$ cat src/common/pcar_pkg.sv
// Constants and types of the configuration address router
// Summary of operation
// - Dword-only 32-bit address register, resets to zero
// - Byte or word access passes through as I/O
// - Top bit enables configuration space
// - Bits 30 to 24 read zero
// - Bus zero, device two up: hub
// - Bus equals secondary: graphics Type 0
// - Bus above secondary to highest: graphics Type 1
// - Bus outside graphics range: hub Type 1
// - Bus zero devices 0 and 1 internal
// - Device n asserts ID select bit 16+n
// - Device above 15: no select, master abort
// - Device field copied to address bits 15:11, except graphics Type 0 (bits 15:11 zero)
// - Function field copied to bits 10:8
// - Internal devices ignore nonzero function
// - Register field copied to bits 7:2
// - Enabled data window access becomes configuration
// - Disabled internal device: hub Type 0
package pcar_pkg;
    // ==========================================
    // Ports and register layout
    localparam logic [15:0] CFG_ADDR_PORT  = 16'h0cf8;
    localparam logic [15:0] CFG_DATA_PORT  = 16'h0cfc;
    localparam logic [31:0] CFG_ADDR_RESET = 32'h0000_0000;
    localparam logic [31:0] CFG_WRITE_MASK = 32'h80ff_fffc;
    localparam logic [3:0]  FULL_DWORD     = 4'hf;
    localparam int          ENABLE_BIT     = 31;
    localparam int          BUS_HI         = 23;
    localparam int          BUS_LO         = 16;
    localparam int          DEV_HI         = 15;
    localparam int          DEV_LO         = 11;
    localparam int          FUNC_HI        = 10;
    localparam int          FUNC_LO        = 8;
    localparam int          REG_HI         = 7;
    localparam int          REG_LO         = 2;
    localparam int          IDSEL_BASE     = 16;
    // ==========================================
    // Decode values
    localparam logic [7:0]  BUS_ZERO       = 8'h00;
    localparam logic [4:0]  DEV_HOST_HUB   = 5'h00;
    localparam logic [4:0]  DEV_HOST_GFX   = 5'h01;
    localparam logic [2:0]  FUNC_ZERO      = 3'h0;
    localparam logic [1:0]  TYPE0_CODE     = 2'h0;
    localparam logic [1:0]  TYPE1_CODE     = 2'h1;
    localparam logic [15:0] IDSEL_ONE      = 16'h0001;
    // ==========================================
    // Routing targets
    typedef enum logic [2:0] {
        ROUTE_NONE     = 3'h0,
        ROUTE_INTERNAL = 3'h1,
        ROUTE_IGNORED  = 3'h3,
        ROUTE_HUB_IO   = 3'h2,
        ROUTE_HUB_T0   = 3'h6,
        ROUTE_HUB_T1   = 3'h7,
        ROUTE_GFX_T0   = 3'h5,
        ROUTE_GFX_T1   = 3'h4
    } pcar_route_e;
endpackage

$ cat src/design/pcar_config_router.sv
// Configuration address register and configuration cycle router
`timescale 1ns/1ps
module pcar_config_router (
    input  wire logic                 clock,
    input  wire logic                 rst_n,
    input  wire logic                 ioValid,
    input  wire logic                 ioWrite,
    input  wire logic [15:0]          ioAddr,
    input  wire logic [3:0]           ioByteEn,
    input  wire logic [31:0]          ioWdata,
    input  wire logic [7:0]           secondaryBus,
    input  wire logic [7:0]           highestBusIndex,
    input  wire logic                 hostHubEnable,
    input  wire logic                 hostGfxEnable,
    input  wire logic                 masterAbortClr,
    output logic                      ioAck,
    output logic                      ioClaim,
    output logic [31:0]               ioRdata,
    output logic                      cycleValid,
    output pcar_pkg::pcar_route_e     cycleRoute,
    output logic [31:0]               cycleAddr,
    output logic                      cycleWrite,
    output logic [3:0]                cycleByteEn,
    output logic [31:0]               cycleWdata,
    output logic [1:0]                internalSel,
    output logic                      masterAbort
);
    import pcar_pkg::*;

    // ==========================================
    // Address register and field decode
    logic [31:0]  cfgAddr;
    logic         cfgSpaceGate;
    logic [7:0]   busNum;
    logic [4:0]   devNum;
    logic [2:0]   funcNum;
    logic [5:0]   regNum;
    logic         isAddrPort;
    logic         isDataPort;
    logic         fullDword;
    logic         addrWrite;
    logic         devEnabled;
    logic [15:0]  idselLines;

    assign cfgSpaceGate = cfgAddr[ENABLE_BIT];
    assign busNum       = cfgAddr[BUS_HI:BUS_LO];
    assign devNum       = cfgAddr[DEV_HI:DEV_LO];
    assign funcNum      = cfgAddr[FUNC_HI:FUNC_LO];
    assign regNum       = cfgAddr[REG_HI:REG_LO];
    assign isAddrPort   = ioAddr[15:2] == CFG_ADDR_PORT[15:2];
    assign isDataPort   = ioAddr[15:2] == CFG_DATA_PORT[15:2];
    assign fullDword    = ioByteEn == FULL_DWORD;
    assign addrWrite    = ioValid && ioWrite && isAddrPort && fullDword;
    assign devEnabled   = (devNum == DEV_HOST_HUB) ? hostHubEnable : hostGfxEnable;
    assign idselLines   = devNum[4] ? 16'h0000 : (IDSEL_ONE << devNum[3:0]);

    always_ff @(posedge clock or negedge rst_n) begin
        if (!rst_n) begin
            cfgAddr <= CFG_ADDR_RESET;
        end else if (addrWrite) begin
            cfgAddr <= ioWdata & CFG_WRITE_MASK;
        end
    end

    // ==========================================
    // Route decision
    pcar_route_e  next_route;
    logic [31:0]  next_addr;

    always_comb begin
        next_route = ROUTE_NONE;
        next_addr  = 32'h0000_0000;
        if (ioValid && isAddrPort && !fullDword) begin
            next_route = ROUTE_HUB_IO;
            next_addr  = {16'h0000, ioAddr};
        end else if (ioValid && isDataPort && !cfgSpaceGate) begin
            next_route = ROUTE_HUB_IO;
            next_addr  = {16'h0000, ioAddr};
        end else if (ioValid && isDataPort) begin
            if (busNum == BUS_ZERO) begin
                next_addr = {16'h0000, devNum, funcNum, regNum, TYPE0_CODE};
                if (devNum != DEV_HOST_HUB && devNum != DEV_HOST_GFX) begin
                    next_route = ROUTE_HUB_T0;
                end else if (!devEnabled) begin
                    next_route = ROUTE_HUB_T0;
                end else if (funcNum != FUNC_ZERO) begin
                    next_route = ROUTE_IGNORED;
                end else begin
                    next_route = ROUTE_INTERNAL;
                end
            end else if (busNum == secondaryBus) begin
                next_route = ROUTE_GFX_T0;
                next_addr  = {idselLines, 5'h00, funcNum,
                              regNum, TYPE0_CODE};
            end else if (busNum > secondaryBus && busNum <= highestBusIndex) begin
                next_route = ROUTE_GFX_T1;
                next_addr  = {8'h00, busNum, devNum, funcNum,
                              regNum, TYPE1_CODE};
            end else begin
                next_route = ROUTE_HUB_T1;
                next_addr  = {8'h00, busNum, devNum, funcNum,
                              regNum, TYPE1_CODE};
            end
        end
    end

    // ==========================================
    // Processor answer
    always_ff @(posedge clock or negedge rst_n) begin
        if (!rst_n) begin
            ioAck   <= 1'b0;
            ioClaim <= 1'b0;
            ioRdata <= 32'h0000_0000;
        end else begin
            ioAck   <= ioValid;
            ioClaim <= ioValid && isAddrPort && fullDword;
            if (ioValid && !ioWrite && isAddrPort && fullDword) begin
                ioRdata <= cfgAddr;
            end else begin
                ioRdata <= 32'h0000_0000;
            end
        end
    end

    // ==========================================
    // Outgoing cycle
    always_ff @(posedge clock or negedge rst_n) begin
        if (!rst_n) begin
            cycleValid  <= 1'b0;
            cycleRoute  <= ROUTE_NONE;
            cycleAddr   <= 32'h0000_0000;
            cycleWrite  <= 1'b0;
            cycleByteEn <= 4'h0;
            cycleWdata  <= 32'h0000_0000;
            internalSel <= 2'b00;
        end else begin
            cycleValid  <= next_route != ROUTE_NONE && next_route != ROUTE_INTERNAL
                           && next_route != ROUTE_IGNORED;
            cycleRoute  <= next_route;
            cycleAddr   <= next_addr;
            cycleWrite  <= ioWrite;
            cycleByteEn <= ioByteEn;
            cycleWdata  <= ioWdata;
            internalSel <= 2'b00;
            if (next_route == ROUTE_INTERNAL) begin
                internalSel[devNum[0]] <= 1'b1;
            end
        end
    end

    // ==========================================
    // Virtual bridge master abort status
    logic abortEvent;
    assign abortEvent = next_route == ROUTE_GFX_T0 && devNum[4];

    always_ff @(posedge clock or negedge rst_n) begin
        if (!rst_n) begin
            masterAbort <= 1'b0;
        end else if (abortEvent) begin
            masterAbort <= 1'b1;
        end else if (masterAbortClr) begin
            masterAbort <= 1'b0;
        end
    end
endmodule

$ cat config.mk
export PLATFORM = sky130hd
export DESIGN_NAME = pcar_config_router
export DESIGN_NICKNAME = d
export VERILOG_FILES = /design/src/common/pcar_pkg.sv /design/src/design/pcar_config_router.sv
export SDC_FILE = /design/constraint.sdc
export NUM_CORES = 1
export LEC_CHECK = 0
export ABC_AREA = 1
export BUFFER_PORTS_ARGS = -buffer_cell sky130_fd_sc_hd__buf_2
export CAP_MARGIN = 5
export CORE_MARGIN = 1.5
export CORE_UTILIZATION = 50
export DETAILED_ROUTE_END_ITERATION = 16
export PLACE_DENSITY = 0.81
export SYNTH_ARGS = -nofsm -noshare
export SYNTH_HDL_FRONTEND = slang
export SYNTH_SLANG_ARGS = --single-unit
$ cat constraint.sdc
create_clock -name clock -period 5.6 [get_ports clock]
set_clock_uncertainty 0.2 [all_clocks]
set_input_delay 0.28 -clock clock [delete_from_list [all_inputs] [get_ports clock]]
set_output_delay 0.28 -clock clock [all_outputs]
set_load 0.05 [all_outputs]
; Word-level counts from Yosys, hierarchy flattened
; Index checks and enable logic that the tools add are counted.
[op_classes]
n_lt_le_gt_ge = 4
n_eq_ne = 9
shift = 1
muxes = 22
n_reduce_logical = 26
[ops]
columns = op, n
row1 = two-way mux 32 bit, 6
row2 = "equality test 14 x 10 -> 1 bit, second input constant", 2
row3 = two-way mux 3 bit, 6
row4 = logical AND 1 bit, 17
row5 = two-way mux 16 bit, 1
row6 = "<< shifter 1 x 4 -> 16 bit, first input constant", 1
row7 = equality test 8 bit, 1
row8 = > comparator 8 bit, 1
row9 = less-or-equal comparator 8 bit, 1
row10 = zero test 8 bit, 1
row11 = two-way mux 2 bit, 4
row12 = nonzero test 3 bit, 2
row13 = zero test 5 bit, 1
row14 = "inequality test 5 x 1 -> 1 bit, second input constant", 1
row15 = nonzero test 5 bit, 1
row16 = "equality test 4 bit, second input constant", 1
row17 = two-way mux 1 bit, 4
row18 = "equality test 3 x 1 -> 1 bit, second input constant", 1
row19 = "equality test 3 bit, second input constant", 1
row20 = zero test 1 bit, 3
row21 = "inequality test 3 x 1 -> 1 bit, second input constant", 1
row22 = "inequality test 3 x 2 -> 1 bit, second input constant", 1
row23 = "< comparator 1 x 2 -> 1 bit, second input constant", 1
row24 = nonzero test 2 bit, 1
row25 = other kinds (2), 2
[totals]
ff_bits = 133
input_bits = 75
out_inout_bits = 110
wordCells = 74

; Depth between registers and ports, before layout
; Gate-level depths: netlist (run 1).
[depth]
word_depth = 11
mapped_depth = 13

; Worst setup path before layout (run 1)
; No wires, ideal clock.
[synth_timing]
path_kind = flip-flop to flip-flop
startpoint = register cfgAddr[23]
endpoint = register internalSel[0]
arrival_ns = 1.596
path_slack_ns = 3.718
path_stages_with_launch = 10
n_path_buf = 0
path_cell_list = dfrtp_1 > ha_1 > nand2_1 > nor2_1 > nand2_1 > nor2_4 > nor2_1 > nand2_1 > nand4_1 > nor3_1
[synth_between]
elab_chain_len = 10
elab_cells_between_ends = 13
classes_between = order compare (2) / eq/ne (2) / mux (7) / reduce/logical (2)
[synth_rtl]
columns = item, line
row1 = start: declaration, pcar_config_router.sv:32  ; logic [31:0] cfgAddr;
row2 = start signal: assignment, pcar_config_router.sv:61  ; cfgAddr <= ioWdata & CFG_WRITE_MASK;
row3 = > comparator 8 bit or less-or-equal comparator 8 bit (tied branches), pcar_config_router.sv:95  ; end else if (busNum > secondaryBus && busNum <= highestBusIndex) begin
row4 = logical AND 1 bit, pcar_config_router.sv:95
row5 = two-way mux 2 bit, pcar_config_router.sv:95
row6 = two-way mux 2 bit, pcar_config_router.sv:91  ; end else if (busNum == secondaryBus) begin
row7 = two-way mux 3 bit (*), pcar_config_router.sv:80  ; if (busNum == BUS_ZERO) begin
row8 = two-way mux 3 bit (*), pcar_config_router.sv:79  ; end else if (ioValid && isDataPort) begin
row9 = two-way mux 3 bit (*), pcar_config_router.sv:76  ; end else if (ioValid && isDataPort && !cfgSpaceGate) begin
row10 = two-way mux 3 bit (*), pcar_config_router.sv:73  ; if (ioValid && isAddrPort && !fullDword) begin
row11 = equality test 3 x 1 -> 1 bit (*), pcar_config_router.sv:145  ; if (next_route == ROUTE_INTERNAL) begin
row12 = two-way mux 2 bit (*), pcar_config_router.sv:145
row13 = end signal: assignment, pcar_config_router.sv:135  ; internalSel <= 2'b00;
row14 = end signal: assignment, pcar_config_router.sv:144  ; internalSel <= 2'b00;
row15 = end signal: indexed assignment, pcar_config_router.sv:146  ; internalSel[devNum[0]] <= 1'b1;
row16 = end: declaration, pcar_config_router.sv:25  ; output logic [1:0] internalSel,
; Mark *: on every way between the ends. The rest lies on a longest branch, timed or not.
; A chain may end at the register's enable or synchronous reset.

; Worst setup path in the final report (run 1)
[layout_timing]
startpoint = input ioValid
endpoint = register ioRdata[13]
[layout_between]
elab_chain_len = 4
[layout_rtl]
columns = item, line
row1 = start: declaration, pcar_config_router.sv:6  ; input wire logic ioValid,
row2 = logical AND 1 bit (3 in a row), pcar_config_router.sv:117  ; if (ioValid && !ioWrite && isAddrPort && fullDword) begin
row3 = two-way mux 32 bit, pcar_config_router.sv:117
row4 = end signal: assignment, pcar_config_router.sv:118  ; ioRdata <= cfgAddr;
row5 = end: declaration, pcar_config_router.sv:18  ; output logic [31:0] ioRdata,
; Every way passes these cells.

==> results of run 1 <==
==> cell type report <==
type | instances | area share
multi-input combinational | 261 | 0.202
tap | 129 | 0.0240
timing repair buffer | 218 | 0.194
inverter | 58 | 0.0325
clock inverter | 15 | 0.0258
clock buffer | 17 | 0.0615
sequential | 124 | 0.461
==> power by group <==
| group | switching, W | internal, W | leakage, nW |
|---|---|---|---|
| combinational | 0.000117 | 0.0000546 | 1.75 |
| sequential | 0.00000332 | 0.000910 | 1.64 |
| clock | 0.000428 | 0.000648 | 0.277 |
==> state kept, by name (all words and copies together) (netlist names), 2 cells and up <==
name	flops
cycleAddr	32
cycleWdata	32
cfgAddr	23
ioRdata	23
cycleByteEn	4
cycleRoute	3
internalSel	2
==> through the flow <==
stage          instances  instance area, um^2  total power [W]
3_5_place_dp         748                 5730          0.00108
5_1_grt              822                 6740          0.00223
4_1_cts              822                 6740          0.00218
2_1_floorplan        466                 4840          0.00102
3_3_place_gp         748                 5730          0.00108
6_report             822                 6740          0.00216
==> routing by layer <==
metal,global-route usage,vias up,part of all wire
met4,0.104,0,0.021
met1,0.288,1921,0.38
li1,-,1890,-
met3,0.0596,27,0.066
met2,0.431,178,0.53
met5,0,-,0
==> kinds of logic after synthesis <==
group / synth area share
compound gates: 0.0336
fa+ha+maj: 0.0417
buf+inv: 0.0776
flops: 0.646
other cells: 0.000780
simple gates: 0.201
==> layout by cell type (no fill, tap or decap), types with 6 or more instances in the layout <==
cell | netlist | final
buf_2 | 6 | 174
dfrtp_1 | 124 | 124
nand2_1 | 89 | 89
inv_1 | 54 | 54
nor2_1 | 53 | 53
dlygate4sd3_1 | 0 | 42
nand3_1 | 35 | 35
ha_1 | 16 | 16
clkbuf_16 | 0 | 16
o21ai_0 | 9 | 9
conb_1 | 1 | 9
nand4_1 | 8 | 8
a21oi_1 | 8 | 8
inv_6 | 0 | 7
nor3_1 | 6 | 6
==> worst min-delay path by stage <==
stage | startpoint | end | slack, ns | depth (start not counted)
floorplan | rst_n | cfgAddr[10] | -0.22 | 0
global placement | ioWdata[28] | cycleWdata[28] | 0.19 | 1
detailed placement | ioWdata[27] | cycleWdata[27] | 0.19 | 1
CTS | ioAddr[2] | ioClaim | 0.02 | 4
global route | ioAddr[2] | ioClaim | 0.06 | 4
finish | ioAddr[2] | ioClaim | 0.05 | 4
==> tightest hold or removal path, cell delays in order <==
cell,delay (ns)
buf_2,0.09
nor2_1,0.05
nand3_1,0.13
nor2_4,0.12
==> repair_timing <==
item / 4_1_cts / 5_1_grt
gates resized for setup: 0 / 0
buffers inserted: 0 / 0
hold buffers: 42 / 0
endpoints found under the hold margin: 147 / 0
==> impl_results.md, run 1 <==
* Outcome: finished, final reports clean
* Critical path endpoint category: flip-flop
* Hold_ws at 0.0457 ns
* Worst skew pair latency at 0.50 ns
* EDFF count, synth at 0
* Worst EP required at between 5 and 6 ns
* R2r worst-path depth at 9
* Post-synthesis cell count at 458
* Synth top area cells: dfrtp_1 (65%), nand2_1 (7.0%), inv_1 (4.2%)
* Seq cells post-synth at 124
* I/O pin count at 185
* Die Height at 101 um
* Worst r2r dst: internalSel[1]
* Pwr per Cell Area at 321 nW/um^2
* Gr ovfl total at 0
* DRT Wirelength at 12100 um
* Max cap viols at 0
* Critical path class: in2reg
* Final Hold Viols at 0
* CP arrival at 2.81 ns
* Post-route ant nets at 0
* Period Utilization, post-route at 0.464
* First-pass GRT wire length at roughly 19000 um
* Top cell type's share of synthesized area at 0.646
* Site Rows at 35
* Antenna violations before repair at 0
* Port bufs at 175
* Leading area contributor after synthesis: dfrtp_1
* Vias in the first global route at 4012
* Top-count cell post-synth: dfrtp_1
* Post-layout nets at 771
* CTS buffer count at 17
* Core area at 9280 um^2
* CTS tree: built
* CTS clk-pin slew, worst paths at 0.06 ns
* Die outline width at 101 um
* Setup violators final at 0
* Worst Max-Slew Pin Slew at 1.00 ns
* Initial core utilization at 0.518
* WL/cell at 14.8 um
* Pin count of the biggest net entering global routing at 85
* DRC Markers at 0
* Reg-to-reg startpoint: cfgAddr[23]
* FF+latch area at around 3100 um^2
* Root buf cell: clkbuf_8
* Hpwl dp at between 8000 and 9000 um
* Sequential fraction of the synthesis area at 0.646
* Die footprint at 10200 um^2
* DR vias/cell at 4.89
* Max incr delay on CP at 0.66 ns
* Hold Path Class: in2reg
* CP startpoint: ioValid
* Async set-or-reset flop fraction in the synthesized netlist at 1.00
* CP top delay family: simple AND/OR/NAND/NOR gates
* Slowest cell on crit path: nand2_1
* RSZ-0062 raised after global routing: false
* Synth unique cells at 31
* Area of the multi-input gates at 1360 um^2
* Critical path, cell by cell: dlygate4sd3_1 -> buf_2 -> nand2_1 -> inv_1 -> nand2_1 -> nor2_4 -> nand3_1 -> nor2_4 -> nand2_1 -> nor2_1
* Share of post-route cells with drive strength above 1 at 0.325
* Final Wtd Congestion at 0.878
* Yosys warnings at 0
* Reg2Reg Setup Slack at 3.25 ns
* CP Buf/Inv Count at 3
* Via Count at around 4000
* Total Neg Setup Slack at 0 ns
* Max VDD drop at around 170 uV
* Mapped Avg Cell Area at 10.5 um^2
* Setup Slack @ Placement at 3.00 ns
* Clock Sinks at 124
* Leak pwr at 3.67 nW
* CP startpoint kind: primary input
* Antenna diodes at 0
* Gr usage total at 0.246
* Worst setup margin at 3.00 ns
* Iteration-0 DRC Markers at roughly 220
* Ys flop type: dfrtp_1
* Crit path depth at 10
* Filler instances at 705
* H-tree Lvls at 4
* Post-synthesis cell area at between 4000 and 5000 um^2
* Slew Viols, Final at 0
* Post-layout util at 0.726
* Crit-path most repeated cell: nand2_1
* Clock Path Buffers at 2
* Area delta synth->final at 40.2%
* Max FO, Critical Path at 25
* DRT Pass-1 Iters at 4
* Fin crit period at 2.60 ns
* Synth top cells by count: dfrtp_1 (124), nand2_1 (89), inv_1 (54)
* Crit path capture: ioRdata[13]
* Max Freq at 0.385 GHz
* Max-Slew Margin vs Limit at 0.333
(Power assumes the default switching activity.)
==> run 2, diff against run 1 <==
--- a/config.mk
+++ b/config.mk
@@ -9,9 +9,9 @@
 export BUFFER_PORTS_ARGS = -buffer_cell sky130_fd_sc_hd__buf_2
 export CAP_MARGIN = 5
 export CORE_MARGIN = 1.5
-export CORE_UTILIZATION = 50
+export CORE_UTILIZATION = 49
 export DETAILED_ROUTE_END_ITERATION = 16
-export PLACE_DENSITY = 0.81
+export PLACE_DENSITY = 0.8
 export SYNTH_ARGS = -nofsm -noshare
 export SYNTH_HDL_FRONTEND = slang
 export SYNTH_SLANG_ARGS = --single-unit
==> constraint.sdc (replaced) <==
create_clock -name clock -period 2.6 [get_ports clock]
set_clock_uncertainty 0.2 [all_clocks]
set_input_delay 0.13 -clock clock [delete_from_list [all_inputs] [get_ports clock]]
set_output_delay 0.13 -clock clock [all_outputs]
set_load 0.05 [all_outputs]
==> run 2 against run 1 <==
  * Flip-flop and latch count is the same
  * Die area grew 2.0%
  * Register-to-register slack lost 3.1 ns
  * Via count grew 2.7%
  * Clock power grew 120%
  * Combinational power grew 130%
  * Critical path depth shrank 2
  * Highest routed layer unchanged
==> impl_results.md, run 2 (synthesis results as in run 1) <==
* Max FO, Critical Path at 8
* R2r worst-path depth at 10
* Largest regs: cycleAddr x32, cycleWdata x32
* Most common cell after layout, fill and taps aside: buf_2
* Most frequent cells in the layout: buf_2 (174), dfrtp_1 (124), nand2_1 (87)
* Hpwl dp at 8680 um
* RSZ-0062 raised after global routing: true
* Clock Sinks at approximately 120
* Final Wtd Congestion at 0.919
* CP startpoint: ioAddr[13]
* Post-layout nets at 789
* DR vias/cell at ~5
* FF+latch area at a little over 3000 um^2
* Initial core utilization at 0.513
* Port bufs at 175
* Filler instances at 645
* Gr ovfl total at 0
* Outcome: finished, final reports clean
* Worst Max-Slew Pin Slew at just over 0.9 ns
* Worst r2r dst: cycleRoute[0]
* Critical path class: in2reg
* Site Rows at 35
* Hold_ws at approximately 0.049 ns
* Max-Slew Margin vs Limit at 0.380
* Antenna diodes at 0
* Pwr per Cell Area at 682 nW/um^2
* Final Hold Viols at 0
* Area of the multi-input gates at 1380 um^2
* Worst EP required at approximately 2.8 ns
* Max Freq at 0.391 GHz
* Total setup buffers inserted after CTS at 0
* Fin crit period at 2.56 ns
* Reg-to-reg startpoint: cfgAddr[23]
* Core area at around 9400 um^2
* I/O pin count at 185
* Reg2Reg Setup Slack at 0.14 ns
* Critical path endpoint category: flip-flop
* Iteration-0 DRC Markers at 184
* DRC Markers at 0
* Period Utilization, post-route at 0.984
* Max cap viols at 0
* Max incr delay on CP at 0.64 ns
* Slowest cell on crit path: dlygate4sd3_1
* First-pass GRT wire length at roughly 21000 um
* CTS tree: built
* Post-route ant nets at 0
* Gr usage total at 0.264
* Area delta synth->final at 44.9%
* Crit-path most repeated cell: dlygate4sd3_1
* Die outline width at 102 um
* CP arrival at 2.80 ns
* Clock Path Buffers at 2
* DRT Pass-1 Iters at 4
* Antenna violations before repair at 0
* Slew Viols, Final at 0
* CTS buffer count at 17
* Crit path capture: cycleRoute[0]
* DRT Wirelength at around 13000 um
* Max VDD drop at 370 uV
* Total Neg Setup Slack at 0 ns
* Die Height at a little over 100 um
* Worst skew pair latency at 0.51 ns
* Share of post-route cells with drive strength above 1 at 0.326
* Via Count at 4125
* CTS clk-pin slew, worst paths at 0.06 ns
* Pin count of the biggest net entering global routing at 54
* Leak pwr at 3.79 nW
* Hold Path Class: in2reg
* Vias in the first global route at 4292
* H-tree Lvls at 4
* Critical path, cell by cell: dlygate4sd3_1 -> buf_2 -> or2_4 -> nor2_4 -> dlygate4sd3_1 -> nand4_4 -> nor3_2 -> dlygate4sd3_1
* Setup violators final at 0
* Die footprint at 10400 um^2
* Root buf cell: clkbuf_8
* WL/cell at 15.6 um
* CP startpoint kind: primary input
## run 2: cell types whose count changed in the layout (fill, tap and decap cells not counted), sizes merged
cell / change
dlygate4sd3: +13
clkinv: +6
buf: +5
clkinvlp: -4
inv: -4
bufinv: +1
clkbuf: +1
## run 2: cell type report
| type | count | area share |
|---|---|---|
| Inverter | 58 | 0.0314 |
| Clock inverter | 14 | 0.0266 |
| Timing Repair Buffer | 236 | 0.215 |
| Multi-Input combinational cell | 261 | 0.198 |
| Tap cell | 129 | 0.0232 |
| Clock buffer | 18 | 0.0600 |
| Sequential cell | 124 | 0.446 |
## run 2: power breakdown
part / switching (W) / leakage [nW] / total (W) / internal (W)
Clock: 0.000905 / 0.297 / 0.00239 / 0.00148
Sequential: 0.00000797 / 1.64 / 0.00197 / 0.00196
Combinational: 0.000260 / 1.85 / 0.000393 / 0.000134
## run 2: how the worst min path moves through the flow
stage | start | to | cells past startpoint
3_5_place_dp | rst_n | cycleWdata[30] | 1
5_1_grt | ioWdata[1] | cycleWdata[1] | 2
3_3_place_gp | rst_n | cycleWdata[0] | 1
6_report | ioAddr[7] | cycleAddr[16] | 7
2_1_floorplan | rst_n | cfgAddr[10] | 0
4_1_cts | ioAddr[4] | cycleAddr[15] | 5
## run 2: repair_timing
| action | in CTS | in global routing |
|---|---|---|
| resized for setup | 0 | 5 |
| endpoints found under the setup margin | 0 | 22 |
| hold buffers | 56 | 0 |
| hold endpoints to repair | 195 | 0 |
## run 2: layer usage
layer | track usage | vias to the layer above | routed length [um]
met5 | 0 | - | 0
met4 | 0.138 | 0 | 424
met3 | 0.0609 | 36 | 730
met2 | 0.457 | 186 | 7000
met1 | 0.305 | 1989 | 4980
li1 | - | 1914 | -
## run 2: per-stage QoR
step / util / setup WS (ns) / cells / total power, W / area (um^2)
floorplan: - / 0.718 / 466 / 0.00219 / 4840
global placement: 0.616 / 0.582 / 752 / 0.00232 / 5770
detailed placement: 0.616 / 0.405 / 752 / 0.00233 / 5770
CTS: 0.741 / 0.0483 / 840 / 0.00478 / 6950
global route: 0.743 / -0.0439 / 840 / 0.00489 / 6960
finish: 0.743 / 0.0419 / 840 / 0.00475 / 6960
## run 2: worst max-delay path: cells and delay by family
kind	cells	cell delay, ns
simple gates	4	0.82
buf+inv	4	1.86
==> run 3, diff against run 2 <==
--- a/config.mk
+++ b/config.mk
@@ -9,9 +9,10 @@
 export BUFFER_PORTS_ARGS = -buffer_cell sky130_fd_sc_hd__buf_2
 export CAP_MARGIN = 5
 export CORE_MARGIN = 1.5
-export CORE_UTILIZATION = 49
+export CORE_UTILIZATION = 50
+export CTS_BUF_LIST = sky130_fd_sc_hd__clkbuf_2
 export DETAILED_ROUTE_END_ITERATION = 16
-export PLACE_DENSITY = 0.8
+export PLACE_DENSITY = 0.81
 export SYNTH_ARGS = -nofsm -noshare
 export SYNTH_HDL_FRONTEND = slang
 export SYNTH_SLANG_ARGS = --single-unit
==> run 3 against run 2 <==
  * Global-route usage up 3.4 points
  * Worst setup slack better by 0.060 ns
  * Utilization up 2.9 points
  * Flip-flop and latch count unchanged
  * Clock-buffer cell count down 1
  * Critical path type unchanged
  * Critical path depth up 3
  * Highest routed layer is now met5
  * Sequential share of layout area down 1.3 points
  * Die area down 1.9%
  * Final area up 3.0%
  * Clock power down 41%
==> impl_results.md, run 3 (synthesis results as in run 1) <==
* Outcome: finished, final reports clean
* CP Buf/Inv Count at 5
* Crit path capture: cfgAddr[31]
* Core area at 9280 um^2
* Total power at 0.00383 W
* Clock Path Buffers at 2
* Antenna diodes at 0
* Worst setup margin at 0.102 ns
* Gr usage total at 0.298
* Hold Path Class: in2reg
* Setup Slack @ Placement at 0.446 ns
* Slew Viols, Final at 0
* Max Freq at 0.400 GHz
* Filler instances at 639
* Hold path startpoint: ioAddr[12]
* Gr ovfl total at 0
* Reg-to-reg startpoint: cfgAddr[19]
* Site Rows at 35
* Die outline width at 101 um
* CP arrival at 2.92 ns
* Pwr per Cell Area at 534 nW/um^2
* R2r worst-path depth at 9
* Most common cell after layout, fill and taps aside: buf_2
* Worst r2r dst: internalSel[0]
* Die footprint at 10200 um^2
* Max incr delay on CP at 0.59 ns
* Worst EP required at just over 3 ns
* Slowest cell on crit path: dlygate4sd3_1
* DR vias/cell at just under 5
* Antenna violations before repair at 1
* Max-Slew Margin vs Limit at 0.370
* Die Height at roughly 100 um
* Leak pwr at 3.88 nW
* Root buf cell: clkbuf_2
* Final Wtd Congestion at slightly above 0.9
* Hold_ws at 0.0144 ns
* DRT Pass-1 Iters at 5
* CP startpoint kind: primary input
* Area of the multi-input gates at 1380 um^2
* Max VDD drop at 330 uV
* Final Hold Viols at 0
* CP startpoint: ioAddr[14]
* Pin count of the biggest net entering global routing at 54
* Worst Max-Slew Pin Slew at between 0.9 and 1 ns
* Post-route ant nets at 0
* Critical path class: in2reg
* CTS tree: built
* CTS clk-pin slew, worst paths at 0.23 ns
* H-tree Lvls at 4
* Crit-path most repeated cell: dlygate4sd3_1
* Post-layout nets at 840
* Max cap viols at 0
* Iteration-0 DRC Markers at 173
* CTS buffer count at 17
* Critical path, cell by cell: dlygate4sd3_1 -> buf_2 -> or2_4 -> dlygate4sd3_1 -> nor2_4 -> nand3_1 -> nor2_4 -> buf_8 -> nand3_1 -> dlygate4sd3_1 -> nand2_1
* Largest regs: cycleAddr x32, cycleWdata x32
* CP top delay family: buffers and inverters
* Share of post-route cells with drive strength above 1 at 0.308
* WL/cell at 16.0 um
* DRC Markers at 0
* Setup violators final at 0
* Via Count at 4412
* Initial core utilization at 0.518
* Critical path endpoint category: flip-flop
* Clock Sinks at 124
* Worst skew pair latency at 0.68 ns
* Vias in the first global route at 4739
* Most frequent cells in the layout: buf_2 (174), dfrtp_1 (124), dlygate4sd3_1 (103)
* First-pass GRT wire length at between 20000 and 25000 um
* DRT Wirelength at 14300 um
* Fin crit period at 2.50 ns
* Reg2Reg Setup Slack at between 0.15 and 0.2 ns
* Port bufs at 175
* FF+latch area at 3100 um^2
* Max FO, Critical Path at 24
* I/O pin count at 185
* Hpwl dp at 8810 um
* Area delta synth->final at 49.2%
* Crit path depth at 11
* Period Utilization, post-route at 0.961
run 3: cell count changes in the layout (fill, tap and decap cells not counted), sizes merged:
cell,before,now
dlymetal6s4s,0,1
clkinv,7,3
clkinvlp,0,2
buf,181,183
inv,62,65
dlygate4sd3,55,103
clkbuf,18,17
run 3: report_power, final:
group | internal [W] | leakage (nW) | switching, W | total (W)
logic | 0.000181 | 2.08 | 0.000276 | 0.000457
clock network | 0.000575 | 0.162 | 0.000831 | 0.00141
registers | 0.00196 | 1.64 | 0.00000904 | 0.00197
total | 0.00272 | 3.88 | 0.00112 | 0.00383
run 3: routing by layer:
| layer | wire [um] | global-route usage |
|---|---|---|
| met5 | 12 | 0 |
| met4 | 610 | 0.153 |
| met3 | 1000 | 0.0756 |
| met1 | 5090 | 0.327 |
| met2 | 7550 | 0.530 |
run 3: worst reg2reg max path, delay by kind of cell (launching register included):
kind          cells  cell delay [ns]
flops             1             0.49
simple gates      6             0.73
buf+inv           2             0.61
fa+ha+maj         1             0.32
run 3: repair_timing:
item / 4_1_cts / 5_1_grt
gates resized for setup: 0 / 9
endpoints found under the hold margin: 223 / 9
hold buffers: 103 / 2
setup endpoints to repair: 0 / 10
buffers inserted: 0 / 2
run 3: layout make-up:
type,instances,area share
Sequential cell,124,0.433
Timing Repair Buffer,287,0.282
Multi-Input combinational cell,261,0.193
Inverter,58,0.0305
Clock inverter,15,0.0279
Tap cell,129,0.0225
Clock buffer,17,0.0119
run 3: worst min-delay path by stage:
| stage | to | depth (start not counted) |
|---|---|---|
| detailed placement | cycleWdata[25] | 1 |
| global route | cfgAddr[12] | 9 |
| finish | cfgAddr[12] | 9 |
| global placement | cycleWdata[27] | 1 |
| floorplan | cfgAddr[10] | 0 |
| CTS | cfgAddr[4] | 4 |
run 3: stage by stage:
| stage | cells | TNS (ns) | util | cell area [um^2] |
|---|---|---|---|---|
| global route | 891 | -0.000821 | 0.773 | 7170 |
| CTS | 887 | 0 | 0.765 | 7100 |
| floorplan | 466 | 0 | - | 4840 |
| global placement | 752 | 0 | 0.622 | 5770 |
| finish | 891 | 0 | 0.773 | 7170 |
| detailed placement | 752 | 0 | 0.622 | 5770 |
